$ cat src/hw/wsw_pkg.sv
// Package of constants and types for the watchdog with sleep and wake logic.
package wsw_pkg;

    // ****************************************************************
    // Register map and field layout
    // ****************************************************************
    localparam logic [3:0] WSW_CTRL_ADDR   = 4'h0;
    localparam logic [3:0] WSW_STAT_ADDR   = 4'h1;
    localparam int         WSW_PS_LSB      = 1;
    localparam int         WSW_SWEN_BIT    = 0;
    localparam int         WSW_STAT_TO_BIT = 4;
    localparam int         WSW_STAT_PD_BIT = 3;

    // ****************************************************************
    // Values after reset
    // ****************************************************************
    localparam logic [4:0] WSW_PS_RESET    = 5'h0b;
    localparam logic       WSW_SWEN_RESET  = 1'b0;
    localparam logic       WSW_FLAG_RESET  = 1'b1;

    // ****************************************************************
    // Period decode and mode encodings
    // ****************************************************************
    localparam logic [4:0] WSW_PS_MAX      = 5'h12;
    localparam int         WSW_MIN_SHIFT   = 5;
    localparam int         WSW_CNT_W       = 23;
    localparam logic [1:0] WSW_MODE_OFF    = 2'h0;
    localparam logic [1:0] WSW_MODE_SW     = 2'h1;
    localparam logic [1:0] WSW_MODE_NSLEEP = 2'h2;
    localparam logic [1:0] WSW_MODE_ON     = 2'h3;

    // ****************************************************************
    // Timing
    // ****************************************************************
    localparam int         WSW_SYS_CLK_HZ  = 40000000;
    localparam int         WSW_LFOSC_HZ    = 31000;
    localparam int         WSW_OST_PERIODS = 1024;
    localparam int         WSW_OST_W       = 11;

    // ****************************************************************
    // Types
    // ****************************************************************
    typedef enum logic [1:0] {
        WSW_PWR_AWAKE,
        WSW_PWR_SLEEP,
        WSW_PWR_OST
    } wsw_pwr_t;

    typedef struct packed {
        logic [3:0] addr;
        logic [7:0] wdata;
        logic       wr;
        logic       rd;
    } wsw_bus_t;

    typedef struct packed {
        logic ext_reset;
        logic brownout;
        logic power_on;
    } wsw_rst_src_t;

endpackage

$ cat src/hw/wsw_watchdog.sv
// Watchdog timer with sleep entry, wake-up and status flag handling.
//
// Operation
// Watchdog counts only ticks of the slow internal oscillator.
// Mode 11: watchdog always runs, also in sleep.
// Mode 10: watchdog runs awake, is off in sleep.
// Mode 01: software enable bit turns the watchdog on or off.
// Modes 00 and 1x ignore the enable bit; 00 is always off.
// Awake expiry without a clear resets the device.
// Period code doubles 1:32 per step to 10010; higher codes give 1:32.
// Every reset loads period code 01011 (1:65536).
// Count clears on reset, clear, sleep, wake, osc fail, off, start-up.
// Changing the fast oscillator divider leaves the count alone.
// Crystal clocks hold the count clear for 1024 start-up periods.
// Expiry in sleep wakes the device and updates the flags.
// Reset pin, brown-out, power-on reset; interrupts and expiry resume.
// Sleep execution prefetches the next instruction.
// Enabled interrupts wake; with global enable, vector after one more.
// Pending enabled interrupt makes sleep a no-op, flags untouched.
// Interrupt during sleep entry still sleeps, then wakes at once.
// Every wake-up clears the watchdog.
// Sleep entry stops the CPU clock, clears PD, sets TO.
// A watchdog expiry drives the time-out flag low.
//
// Design decisions made here: strobed register access and the placing of the registers.
`timescale 1ns/1ps
module wsw_watchdog
    import wsw_pkg::*;
#(
    parameter int MIN_SHIFT   = WSW_MIN_SHIFT,
    parameter int OST_PERIODS = WSW_OST_PERIODS
)
(
    // Clock and reset.
    input  wire logic         clk_sys_i,
    input  wire logic         rst_n_i,
    // Register port.
    input  wire wsw_bus_t     bus_i,
    output logic [7:0]        rdata_o,
    // Configuration and asynchronous pins.
    input  wire logic [1:0]   watchdog_mode_config_i,
    input  wire logic         low_freq_internal_osc_i,
    input  wire logic         crystal_osc_i,
    input  wire wsw_rst_src_t rst_src_i,
    // Core events, same clock domain.
    input  wire logic         watchdog_clear_instruction_i,
    input  wire logic         sleep_exec_i,
    input  wire logic         irq_pending_i,
    input  wire logic         global_irq_enable_i,
    input  wire logic         instr_retire_i,
    input  wire logic         osc_fail_i,
    input  wire logic         crystal_clk_sel_i,
    // Results.
    output logic              device_reset_o,
    output logic              cpu_clk_en_o,
    output logic              wake_o,
    output logic              prefetch_o,
    output logic              irq_vector_o,
    output logic              sleeping_o,
    output logic              timeout_flag_n_o,
    output logic              powerdown_flag_n_o
);

    // ****************************************************************
    // State
    // ****************************************************************
    typedef struct packed {
        logic                 lf_s1;
        logic                 lf_s2;
        logic                 lf_s3;
        logic                 xt_s1;
        logic                 xt_s2;
        logic                 xt_s3;
        wsw_rst_src_t         rs_s1;
        wsw_rst_src_t         rs_s2;
        wsw_pwr_t             pwr;
        logic [WSW_CNT_W-1:0] cnt;
        logic [WSW_OST_W-1:0] osc_startup_timer;
        logic [4:0]           ps;
        logic                 swen;
        logic                 to_n;
        logic                 pd_n;
        logic                 cpu_clk_en;
        logic                 dev_reset;
        logic                 wake;
        logic                 prefetch;
        logic                 vec_pend;
        logic                 vector;
        logic [7:0]           rdata;
        logic                 sleeping;
    } wsw_state_t;

    wsw_state_t           s_q;
    wsw_state_t           s_d;
    logic                 lf_tick;
    logic                 xt_tick;
    logic                 running;
    logic                 expire;
    logic                 clear;
    logic                 entry;
    logic                 any_rst;
    logic [WSW_CNT_W-1:0] term;
    logic [4:0]           shift;

    // Edge of each synchronised oscillator; the first stage feeds only the second.
    assign lf_tick = s_q.lf_s2 & ~s_q.lf_s3;
    assign xt_tick = s_q.xt_s2 & ~s_q.xt_s3;
    assign any_rst = |s_q.rs_s2;
    assign entry   = sleep_exec_i & (s_q.pwr == WSW_PWR_AWAKE)
                   & ~irq_pending_i & ~any_rst;

    // Reserved codes fall back to the shortest period.
    always_comb
    begin
        if (s_q.ps > WSW_PS_MAX)
            shift = 5'(MIN_SHIFT);
        else
            shift = 5'(MIN_SHIFT) + s_q.ps;
        term = (WSW_CNT_W'(1) << shift) - WSW_CNT_W'(1);
    end

    // Mode table; the enable bit matters only in software mode.
    always_comb
    begin
        case (watchdog_mode_config_i)
            WSW_MODE_ON:     running = 1'b1;
            WSW_MODE_NSLEEP: running = (s_q.pwr != WSW_PWR_SLEEP);
            WSW_MODE_SW:     running = s_q.swen;
            default:         running = 1'b0;
        endcase
    end

    assign expire = running & lf_tick & (s_q.cnt == term);

    // ****************************************************************
    // Next state
    // ****************************************************************
    always_comb
    begin
        s_d           = s_q;
        s_d.dev_reset = 1'b0;
        s_d.wake      = 1'b0;
        s_d.prefetch  = 1'b0;
        s_d.vector    = 1'b0;
        clear         = osc_fail_i | ~running;
        s_d.lf_s1     = low_freq_internal_osc_i;
        s_d.lf_s2     = s_q.lf_s1;
        s_d.lf_s3     = s_q.lf_s2;
        s_d.xt_s1     = crystal_osc_i;
        s_d.xt_s2     = s_q.xt_s1;
        s_d.xt_s3     = s_q.xt_s2;
        s_d.rs_s1     = rst_src_i;
        s_d.rs_s2     = s_q.rs_s1;

        // Control register write; only period and enable are stored.
        if (bus_i.wr && bus_i.addr == WSW_CTRL_ADDR)
        begin
            s_d.ps   = bus_i.wdata[WSW_PS_LSB +: 5];
            s_d.swen = bus_i.wdata[WSW_SWEN_BIT];
        end

        case (s_q.pwr)
            WSW_PWR_AWAKE:
            begin
                if (watchdog_clear_instruction_i)
                begin
                    clear    = 1'b1;
                    s_d.to_n = 1'b1;
                    s_d.pd_n = 1'b1;
                end
                // A pending interrupt holds entry low, so sleep is a no-op
                // and an expiry in that cycle still resets.
                if (entry)
                begin
                    s_d.pwr        = WSW_PWR_SLEEP;
                    s_d.cpu_clk_en = 1'b0;
                    s_d.pd_n       = 1'b0;
                    s_d.to_n       = 1'b1;
                    s_d.prefetch   = 1'b1;
                    clear          = 1'b1;
                end
                else if (expire)
                begin
                    s_d.dev_reset = 1'b1;
                    s_d.to_n      = 1'b0;
                    s_d.pd_n      = 1'b1;
                    s_d.ps        = WSW_PS_RESET;
                    s_d.swen      = WSW_SWEN_RESET;
                    clear         = 1'b1;
                end
                // Vector one instruction after an interrupt wake-up.
                if (s_q.vec_pend && instr_retire_i)
                begin
                    s_d.vector   = 1'b1;
                    s_d.vec_pend = 1'b0;
                end
            end
            WSW_PWR_SLEEP:
            begin
                // A late interrupt lands here: sleep done, wake now.
                if (irq_pending_i || expire)
                begin
                    clear        = 1'b1;
                    s_d.vec_pend = irq_pending_i
                                 & global_irq_enable_i;
                    if (expire)
                        s_d.to_n = 1'b0;
                    if (crystal_clk_sel_i)
                    begin
                        s_d.pwr = WSW_PWR_OST;
                        s_d.osc_startup_timer = '0;
                    end
                    else
                    begin
                        s_d.pwr        = WSW_PWR_AWAKE;
                        s_d.cpu_clk_en = 1'b1;
                        s_d.wake       = 1'b1;
                    end
                end
            end
            WSW_PWR_OST:
            begin
                // Held clear for the whole crystal start-up.
                clear = 1'b1;
                if (xt_tick)
                begin
                    s_d.osc_startup_timer = s_q.osc_startup_timer + WSW_OST_W'(1);
                    if (s_q.osc_startup_timer == WSW_OST_W'(OST_PERIODS - 1))
                    begin
                        s_d.pwr        = WSW_PWR_AWAKE;
                        s_d.cpu_clk_en = 1'b1;
                        s_d.wake       = 1'b1;
                    end
                end
            end
            default:
            begin
                s_d.pwr        = WSW_PWR_AWAKE;
                s_d.cpu_clk_en = 1'b1;
            end
        endcase

        // Reset sources win over everything and wake a sleeping device.
        if (any_rst)
        begin
            s_d.pwr        = WSW_PWR_AWAKE;
            s_d.cpu_clk_en = 1'b1;
            s_d.dev_reset  = 1'b1;
            s_d.wake       = 1'b0;
            s_d.vec_pend   = 1'b0;
            s_d.ps         = WSW_PS_RESET;
            s_d.swen       = WSW_SWEN_RESET;
            clear          = 1'b1;
            if (s_q.rs_s2.power_on)
            begin
                s_d.to_n = WSW_FLAG_RESET;
                s_d.pd_n = WSW_FLAG_RESET;
            end
        end

        // Counter; the fast oscillator divider is not an input here,
        // so changing it cannot disturb the count.
        if (clear)
            s_d.cnt = '0;
        else if (lf_tick)
            s_d.cnt = expire ? '0 : s_q.cnt + WSW_CNT_W'(1);

        // Registered copy of the sleep state so the pin comes from a flop.
        s_d.sleeping = (s_d.pwr != WSW_PWR_AWAKE) & ~s_d.cpu_clk_en;

        // Read data stands in the cycle after the strobe only.
        s_d.rdata = 8'h00;
        if (bus_i.rd)
        begin
            case (bus_i.addr)
                WSW_CTRL_ADDR: s_d.rdata = {2'b00, s_q.ps, s_q.swen};
                WSW_STAT_ADDR:
                begin
                    s_d.rdata[WSW_STAT_TO_BIT] = s_q.to_n;
                    s_d.rdata[WSW_STAT_PD_BIT] = s_q.pd_n;
                end
                default:       s_d.rdata = 8'h00;
            endcase
        end
    end

    // ****************************************************************
    // State register
    // ****************************************************************
    always_ff @(posedge clk_sys_i or negedge rst_n_i)
    begin
        if (!rst_n_i)
        begin
            s_q            <= '0;
            s_q.pwr        <= WSW_PWR_AWAKE;
            s_q.ps         <= WSW_PS_RESET;
            s_q.swen       <= WSW_SWEN_RESET;
            s_q.to_n       <= WSW_FLAG_RESET;
            s_q.pd_n       <= WSW_FLAG_RESET;
            s_q.cpu_clk_en <= 1'b1;
        end
        else
            s_q <= s_d;
    end

    assign rdata_o            = s_q.rdata;
    assign device_reset_o     = s_q.dev_reset;
    assign cpu_clk_en_o       = s_q.cpu_clk_en;
    assign wake_o             = s_q.wake;
    assign prefetch_o         = s_q.prefetch;
    assign irq_vector_o       = s_q.vector;
    assign sleeping_o         = s_q.sleeping;
    assign timeout_flag_n_o   = s_q.to_n;
    assign powerdown_flag_n_o = s_q.pd_n;
endmodule

$ cat config.mk
export PLATFORM = sky130hd
export DESIGN_NAME = wsw_watchdog
export DESIGN_NICKNAME = d
export VERILOG_FILES = /design/src/hw/wsw_pkg.sv /design/src/hw/wsw_watchdog.sv
export SDC_FILE = /design/constraint.sdc
export NUM_CORES = 1
export LEC_CHECK = 0
export ABC_AREA = 1
export ABC_CLOCK_PERIOD_IN_PS = 10550
export BUFFER_PORTS_ARGS = -buffer_cell sky130_fd_sc_hd__buf_2
export CAP_MARGIN = 20
export CELL_PAD_IN_SITES_DETAIL_PLACEMENT = 0
export CELL_PAD_IN_SITES_GLOBAL_PLACEMENT = 1
export CORE_MARGIN = 3
export CORE_UTILIZATION = 48
export DETAILED_ROUTE_END_ITERATION = 12
export HOLD_SLACK_MARGIN = 0.06
export PLACE_DENSITY_LB_ADDON = 0.1
export SLEW_MARGIN = 20
export SYNTH_ARGS = -nofsm -noshare
export SYNTH_HDL_FRONTEND = slang
export SYNTH_SLANG_ARGS = --single-unit
$ cat constraint.sdc
create_clock -name clk_sys_i -period 10.55 [get_ports clk_sys_i]
set_input_delay 1.5825 -clock clk_sys_i [delete_from_list [all_inputs] [get_ports clk_sys_i]]
set_output_delay 1.5825 -clock clk_sys_i [all_outputs]
set_load 0.005 [all_outputs]
==> results of run 1 <==
==> how the worst min path moves through the flow <==
| stage | cells past startpoint | from | to | slack [ns] |
|---|---|---|---|---|
| after global placement | 0 | s_d[61]$_DFF_PN0_ | s_q[61]$_DFF_PN0_ | 0.33 |
| after global routing | 0 | s_d[69]$_DFF_PN0_ | s_d[68]$_DFF_PN0_ | 0.37 |
| after CTS | 0 | s_d[59]$_DFF_PN0_ | s_q[59]$_DFF_PN0_ | 0.35 |
| final | 0 | s_d[59]$_DFF_PN0_ | s_q[59]$_DFF_PN0_ | 0.35 |
| after detailed placement | 0 | s_d[59]$_DFF_PN0_ | s_q[59]$_DFF_PN0_ | 0.34 |
| after floorplan | 0 | s_d[66]$_DFF_PN0_ | s_d[65]$_DFF_PN0_ | 0.33 |
==> through the flow <==
step / power (mW) / area (sq um)
after floorplan: 0.307 / 5500
after global placement: 0.323 / 5710
after detailed placement: 0.324 / 5710
after CTS: 0.637 / 6020
after global routing: 0.655 / 6020
final: 0.626 / 6020
==> worst max-delay path: stages (launching register included) <==
cell     delay, ns
dfstp_2       0.68
inv_1         0.20
ha_1          0.39
inv_1         0.19
o21ai_1       0.29
nand2_1       0.13
inv_2         0.15
nand2_1       0.10
ha_1          0.19
inv_1         0.16
xnor3_1       0.42
nor2_1        0.09
nand2_1       0.06
nor2_1        0.17
nand3_1       0.12
nor2_2        0.16
nand2_4       0.20
nand2_4       0.14
nand2_2       0.06
nand3_1       0.08
nand2_1       0.06
nand2_2       0.51
nor2_1        0.08
==> layer usage <==
layer | vias up | track usage | part of all wire
met2 | 100 | 0.376 | 0.49
met1 | 2286 | 0.289 | 0.45
met3 | 25 | 0.0332 | 0.034
li1 | 2548 | - | -
met4 | 0 | 0.0793 | 0.027
met5 | - | 0 | 0
==> layout make-up <==
type	count	share of cell area
clock buffer	9	0.0374
multi-input combinational	565	0.518
tap	140	0.0291
clock inverter	7	0.0133
inverter	124	0.0774
sequential	69	0.288
timing repair buffer	43	0.0366
==> state kept, by name (all words and copies together), names as in the netlist <==
register	count
prefetch_o	1
cpu_clk_en_o	1
powerdown_flag_n_o	1
s_d	7
rdata_o	6
wake_o	1
s_q	48
irq_vector_o	1
sleeping_o	1
timeout_flag_n_o	1
device_reset_o	1
==> cell usage after synthesis, types with 15 or more instances <==
cell     count
nor2_2      27
nand3_1     53
o21ai_0     32
dfrtp_1     63
nand2_1    177
nand4_1     23
xor2_1      24
inv_1      109
nor3_1      25
nand2_2     18
nor2_1      75
inv_2       15
==> power by group through the flow <==
| stage | logic, mW | clock network, mW | registers, mW |
|---|---|---|---|
| floorplan | 0.0270 | 0 | 0.280 |
| global placement | 0.0420 | 0 | 0.281 |
| detailed placement | 0.0428 | 0 | 0.281 |
| CTS | 0.0429 | 0.318 | 0.276 |
| global route | 0.0484 | 0.330 | 0.277 |
| finish | 0.0422 | 0.308 | 0.276 |
==> cells by family (layout without fill, tap and decap cells) <==
| group | count (synthesis) | count (layout) | share of synthesized area |
|---|---|---|---|
| and+or+nand+nor | 441 | 441 | 0.396 |
| buffers and inverters | 149 | 183 | 0.119 |
| AOI/OAI and AO/OA | 83 | 83 | 0.0986 |
| DFF | 69 | 69 | 0.316 |
| xor gates and xnor gates | 30 | 30 | 0.0503 |
| adders and majority gates | 9 | 9 | 0.0205 |
| other | 1 | 2 | 0.000682 |
==> results.cfg, run 1 <==
[finish]
area_growth_pct = 9.47
antenna_cells = 0
multi_input_area_sq_um = 3120
final_util = 0.545
final_common_cell = nand2_1
final_cell_mix = nand2_1, inv_1, nor2_1
fillers = 1094
layout.nets = 851
register_area_sq_um = 1730
fin_cells = 957
drive_gt1_frac = 0.217

[clocking]
cts_tree = built
clock-root-buffer = clkbuf_16
cts_resized = 0
clk_pin_slew_ns = 0.06
post_cts_buffers = 0
htreeDepth = 3
clk_latency_ns = 0.33
cts_buffers = 9
holdBufCountCts = 0
clk_path_buf_depth = 2
cts.sinks = 69

[setup_path]
crit_end = s_q[55]$_DFFE_PN0P_
startpoint_type = flop
path_max_fanout = 23
rr_worst_depth = 22
criticalPathCategory = reg2reg
r2r-start = s_q[18]$_DFF_PN1_
r2r_slack_ns = 5.75
r2r-end = s_q[55]$_DFFE_PN0P_
crit_path_end_kind = flop
critPathLaunch = s_q[18]$_DFF_PN1_
arrival_ns = 4.99
cp_data_required_time_ns = 10.74

[power]
p_sw_uw = 153
leakage_nw = 2.81
irDropWorstVdd_mv = 0.0987
p_comb_frac = 0.067
internal_power_uw = 473
powerDensity_nw_per_um2 = 104
p_clk_frac = 0.491
p_seq_frac = 0.441
swShare = 0.245

[logic_synthesis]
synth-edff-count = 0
synth_cell_types = 48
async_flop_share = 1.00
yosys-top-cells-area = dfrtp_1, nand2_1, inv_1
yosysSeqAreaShare = 0.316
ys_ff_latch = 69
synth_ff_type = dfrtp_1
synth_top_area_frac = 0.287
yosys.area.top_type = dfrtp_1
syn_inst = 782
syn_avg_cell_area_sq_um = 7.03
yosysWarnings = 0
syn-cell-area_sq_um = 5500

[die]
rows = 38
initial_core_util = 0.498
core_sq_um = 11000
io_pins = 46
die_w_microns = 113
die_y_microns = 113
die-area_sq_um = 12800

[sta]
slew_headroom = 0.408
setup_viol_count_final = 0
rsz0062_at_grt = no
hold_ws_ns = 0.347
fin_crit_ns = 4.80
worstMarginPinSlew_ns = 0.887
slew_viol_final = 0
fin_crit_sh = 0.455
fin_skew_ns = 0.00869
hold_viol_final = 0
clock.fmax_mhz = 208
finalWorstSetupSlack_ns = 5.75
tns_ns = 0

[routing]
routed_wl_mm = 13.4
ant_nets = 0
viasPerCell = 5.18
drt_pass1_iterations = 4
num_vias = 4959
avgRoutedWirePerCell_microns = 14.0
drt_iter0_markers = 346
drc_errors = 0

[placement]
dp_slack_ns = 5.79
portBuffers = 41
dp_hpwl_mm = 10.4
dp.cells = 941
place.gp.congestion = 0.969

[grt]
gr-usage-all-layers = 0.222
grt.overflow.total = 0
grt_pass1_wl_mm = 22.9
antenna_found_initial = 0
grt_max_degree = 70
first_global_vias = 4804

[job]
cap_violations = 0

[worst_hold_path]
hold_class = reg2reg

[status]
status = finished, final reports clean
Power figures use the tool's default switching activity.
==> inputs of run 2 (changes only) <==
Settings changed: ABC_CLOCK_PERIOD_IN_PS 10550 to 4000, CORE_UTILIZATION 48 to 40.
Clock period 10.55 ns to 4 ns, I/O delays scaled along.
==> run 2 against run 1 <==
Effect of this change: critical endpoint unchanged; clock-buffer cell count up 1; die area up 19%; worst setup slack worse by 5.4 ns; sequential cell count unchanged; final cell count up 5.2%.
==> results.cfg, run 2 (synthesis results as in run 1) <==
[die]
die_w_microns = 123
initial_core_util = 0.412
die_y_microns = 123
io_pins = 46
core_sq_um = 13300
die-area_sq_um = 15200
rows = 42

[routing]
drt_iter0_markers = 297
wl_met3_microns = 416
routed_wl_mm = 14.4
viasPerCell = 4.99
avgRoutedWirePerCell_microns = 14.3
drt_pass1_iterations = 5
met1Wirelength_mm = 6.60
drc_errors = 0
route.met2.wl_mm = 7.00
num_vias = 5026
ant_nets = 0
route.top_layer_used = met4

[clocking]
clock-root-buffer = clkbuf_16
htreeDepth = 3
holdBufCountCts = 0
clk_pin_slew_ns = 0.06
clk_path_buf_depth = 2
cts_tree = built
cts_buffers = 9
clk_latency_ns = 0.33
cts.sinks = 69

[power]
swShare = 0.241
p_comb_frac = 0.069
powerDensity_nw_per_um2 = 267
irDropWorstVdd_mv = 0.200
leakage_nw = 2.91
p_sw_uw = 401
p_clk_frac = 0.492
internal_power_mw = 1.26
p_seq_frac = 0.439

[setup_path]
r2r-end = s_q[55]$_DFFE_PN0P_
arrival_ns = 3.90
path_max_fanout = 12
startpoint_type = flop
r2r_slack_ns = 0.33
r2r-start = s_q[18]$_DFF_PN1_
cp_data_required_time_ns = 4.23
rr_worst_depth = 27
crit_path_end_kind = flop
criticalPathCategory = reg2reg

[finish]
drive_gt1_frac = 0.232
layout.nets = 865
area_growth_pct = 13.4
antenna_cells = 0
top_register = s_q
final_util = 0.467
final_cell_mix = nand2_1, inv_1, nor2_1
fillers = 1397
final_common_cell = nand2_1
fin_cells = 1007
largest_reg_flops = 48

[sta]
worstMarginPinSlew_ns = 0.925
fin_skew_ns = 0.00681
clock.fmax_mhz = 272
fin_crit_ns = 3.67
hold_viol_final = 0
slew_headroom = 0.383
slew_viol_final = 0
hold_ws_ns = 0.346
setup_viol_count_final = 0
tns_ns = 0
fin_crit_sh = 0.919

[worst_hold_path]
min_from = s_d[66]$_DFF_PN0_
hold_class = reg2reg
min_to = s_d[65]$_DFF_PN0_
min_path_cells = 0

[placement]
dp_hpwl_mm = 10.9
place.gp.congestion = 0.900
dp.cells = 983
portBuffers = 41

[grt]
grt_max_degree = 70
first_global_vias = 4803
gr-usage-all-layers = 0.196
grt_pass1_wl_mm = 23.5
grt.overflow.total = 0
antenna_found_initial = 0

[status]
status = finished, final reports clean

[job]
cap_violations = 0
[run 2: repair_timing]
item | CTS | global route
gates resized for setup | 0 | 7
endpoints found under the setup margin | 0 | 43
buffers inserted | 0 | 5
[run 2: worst max path at each step]
stage	cells after the start	startpoint	endpoint	slack, ns
after global routing	27	s_q[19]$_DFF_PN1_	s_q[36]$_DFFE_PN0P_	-0.03
final	27	s_q[18]$_DFF_PN1_	s_q[55]$_DFFE_PN0P_	0.33
after detailed placement	25	s_q[18]$_DFF_PN1_	s_q[30]$_DFFE_PN0P_	0.01
after global placement	25	s_q[18]$_DFF_PN1_	s_q[24]$_DFFE_PN0P_	0.10
after CTS	25	s_q[18]$_DFF_PN1_	s_q[30]$_DFFE_PN0P_	0.002
after floorplan	24	s_q[18]$_DFF_PN1_	s_q[45]$_DFFE_PN0P_	0.36
[run 2: stage by stage]
step	power (mW)	worst slack, ns	area [sq um]
floorplan	0.809	0.357	5500
global placement	0.853	0.102	5820
detailed placement	0.856	0.0111	5820
CTS	1.68	0.00216	6120
global route	1.73	-0.0283	6230
finish	1.66	0.326	6230
[run 2: critical path: stages, from the launching register on]
cell	delay, ns
dfstp_2	0.54
inv_1	0.05
ha_1	0.18
inv_1	0.05
nand2_1	0.06
nand2_2	0.11
nand2_8	0.10
nand2_2	0.14
inv_2	0.06
nand2_1	0.09
inv_2	0.09
nand2_1	0.08
ha_1	0.15
inv_2	0.06
nor2_4	0.28
nand3_2	0.13
nor2_1	0.13
xor2_1	0.15
nand3_1	0.15
nor2_2	0.19
nand2_4	0.13
nand2_4	0.10
nand2_2	0.06
nand3_1	0.08
nand2_1	0.08
nand2_4	0.12
buf_12	0.16
nor2_1	0.05
[run 2: layout make-up]
type / count / area [sq um] / share of cell area
multi-input combinational: 566 / 3150 / 0.505
clock inverter: 6 / 68.8 / 0.0110
sequential: 69 / 1730 / 0.278
inverter: 124 / 468 / 0.0751
clock buffer: 10 / 239 / 0.0383
tap: 176 / 220 / 0.0353
timing repair buffer: 56 / 354 / 0.0568
[run 2: per-layer routing]
layer	track usage	vias to the layer above
met1	0.259	2332
li1	-	2575
met3	0.0316	24
met4	0.0678	0
met2	0.328	95
met5	0	-
[run 2: power by group through the flow]
stage	clock, mW	combinational (mW)	sequential (mW)
finish	0.818	0.115	0.729
global route	0.871	0.131	0.731
CTS	0.838	0.115	0.729
detailed placement	0	0.115	0.741
global placement	0	0.113	0.740
floorplan	0	0.0713	0.738
==> inputs of run 3 (changes only) <==
Settings changed: ABC_AREA 1 to 0, CORE_UTILIZATION 40 to 41.
==> run 3 against run 2 <==
Effect of this change: wire length is 15% lower; combinational power down 31%; non-clock buffer count rose by 43; critical path depth is 11 lower; hold slack got worse by 0.12 ns; area after synthesis decreased by 16%; sequential power is 2% lower; maximum frequency is 7.9% lower; utilization rose by 5.8 points; register-to-register slack worse by 0.32 ns; synthesized cell count is 32% lower; power decreased by 0.23%; largest power group unchanged.
==> results.cfg, run 3 <==
[clocking]
cts_buffers = 9
clk_pin_slew_ns = 0.06
htreeDepth = 3
clk_latency_ns = 0.33
clock-root-buffer = clkbuf_16
cts_tree = built
clk_path_buf_depth = 2
cts.sinks = 69

[die]
initial_core_util = 0.422
rows = 38
die_y_microns = 112
core_sq_um = 10900
die-area_sq_um = 12600
io_pins = 46
die_w_microns = 112

[setup_path]
slowest_delay_ns = 0.56
crit_slowest_cell = dfstp_2
cp_data_required_time_ns = 4.27
r2r_slack_ns = 0.01
rr_worst_depth = 16
arrival_ns = 4.26
crit_path_end_kind = flop
startpoint_type = flop
path_cells = inv_2 -> ha_2 -> nand2b_4 -> a32oi_4 -> o211a_1 -> nand3_2 -> ha_4 -> buf_12 -> or4_4 -> a41o_1 -> nor4_2 -> and4b_1 -> buf_6 -> o21ai_4 -> or4b_1 -> nand3_1
path_max_fanout = 16
criticalPathCategory = reg2reg

[logic_synthesis]
yosys-top-cells-area = dfrtp_1, xnor2_1, nor2_1
ys_ff_latch = 69
synth_cell_types = 67
synth_top_area_frac = 0.342
async_flop_share = 1.00
yosysWarnings = 0
yosysMostFrequentCell = nor2_1
yosysSeqAreaShare = 0.376
yosys.area.top_type = dfrtp_1
syn-cell-area_sq_um = 4610
synth-edff-count = 0
synthTopCellsByCount = nor2_1, dfrtp_1, nand2_1
synth_ff_type = dfrtp_1
syn_inst = 534
syn_avg_cell_area_sq_um = 8.63

[sta]
fin_crit_ns = 3.99
slew_viol_final = 0
slew_headroom = 0.586
setup_viol_count_final = 0
rsz0062_at_grt = yes
hold_viol_final = 0
tns_ns = 0
worstMarginPinSlew_ns = 0.617
fin_skew_ns = 0.00745
clock.fmax_mhz = 251
fin_crit_sh = 0.998
hold_ws_ns = 0.226

[finish]
largest_reg_flops = 48
fin_area_sq_um = 5740
layout.nets = 644
antenna_cells = 0
final_util = 0.525
area_growth_pct = 24.4
drive_gt1_frac = 0.257
final_cell_mix = nor2_1, dfrtp_1, buf_4
final_common_cell = nor2_1
top_register = s_q

[routing]
ant_nets = 0
avgRoutedWirePerCell_microns = 16.3
routed_wl_mm = 12.2
num_vias = 4113
drt_pass1_iterations = 4
viasPerCell = 5.48
drc_errors = 0
drt_iter0_markers = 245

[grt]
grt.overflow.total = 0
gr-usage-all-layers = 0.198
grt_pass1_wl_mm = 20.2
first_global_vias = 4011
antenna_found_initial = 0
grt_max_degree = 49

[placement]
dp_hpwl_mm = 9.23
dpl_cell_area_sq_um = 5220
place.gp.congestion = 0.865
portBuffers = 41

[power]
leakage_nw = 2.43
power_mw = 1.66
irDropWorstVdd_mv = 0.142
powerDensity_nw_per_um2 = 289

[status]
status = finished, final reports clean

[worst_hold_path]
hold_class = in2async

[job]
cap_violations = 0
-- run 3: changes by cell type in the layout (fill, tap and decap cells not counted), sizes merged, moves of 17 or more --
cell,before,now
xnor2,5,30
o21ai,52,25
nor3,26,9
buf,55,99
nand3,57,25
nor2,109,64
nand4,28,10
inv,126,14
nand2,202,47
-- run 3: timing repair --
action | 4_1_cts | 5_1_grt
pin swaps | 2 | 12
gates resized for setup | 7 | 23
buffers inserted | 0 | 7
endpoints found under the setup margin | 10 | 45
hold buffers | 0 | 0
hold endpoints to repair | 0 | 0
-- run 3: layer usage --
metal  GRT usage  part of all wire
met5           0                 0
met2       0.325              0.49
met4      0.0641             0.012
met1       0.277              0.47
met3      0.0210             0.025
-- run 3: power by group --
group / internal, mW / switching, mW
Sequential: 0.709 / 0.00547
Clock: 0.548 / 0.316
Combinational: 0.0324 / 0.0472
-- run 3: logic make-up (layout without fill, tap and decap cells) --
| family | count (synthesis) | count (layout) | synth area share |
|---|---|---|---|
| compound gates | 115 | 115 | 0.180 |
| xor+xnor | 43 | 43 | 0.0817 |
| fa+ha+maj | 9 | 9 | 0.0244 |
| buf+inv | 53 | 128 | 0.0562 |
| flops | 69 | 69 | 0.376 |
| mux | 14 | 14 | 0.0307 |
| other cells | 1 | 2 | 0.000813 |
| simple gates | 230 | 230 | 0.250 |
-- run 3: cell type report --
type                    instances  area [sq um]
clock buffers                   9           225
clock inverters                 7          97.6
fillers                      1091          5200
inverters                      13          48.8
multi-input cells             413          2780
flip-flops and latches         69          1730
well taps                     140           175
repair buffers                 99           677
-- run 3: per-stage QoR --
step	cells	setup slack [ns]
6_report	750	0.00958
5_1_grt	750	-0.139
4_1_cts	743	0.00158
3_5_place_dp	727	-0.148
3_3_place_gp	727	-0.124
2_1_floorplan	535	0.00302
-- run 3: worst max-delay path, delay by kind of cell, from the launching register on --
kind            cells  cell delay, ns
buf+inv             3            0.33
simple gates        7            1.87
fa+ha+maj           2            0.39
flops               1            0.56
compound gates      4            0.77
-- run 3: path summary, 6_finish.rpt --
path,start,to
max reg2reg,s_q[18]$_DFF_PN1_,s_q[33]$_DFFE_PN0P_
min in group clk_sys_i,s_d[61]$_DFF_PN0_,s_q[61]$_DFF_PN0_
max in group asynchronous,rst_n_i,rdata_o[5]$_DFF_PN0_
max,s_q[18]$_DFF_PN1_,s_q[33]$_DFFE_PN0P_
min,rst_n_i,s_q[52]$_DFFE_PN0P_
min reg2reg,s_d[61]$_DFF_PN0_,s_q[61]$_DFF_PN0_
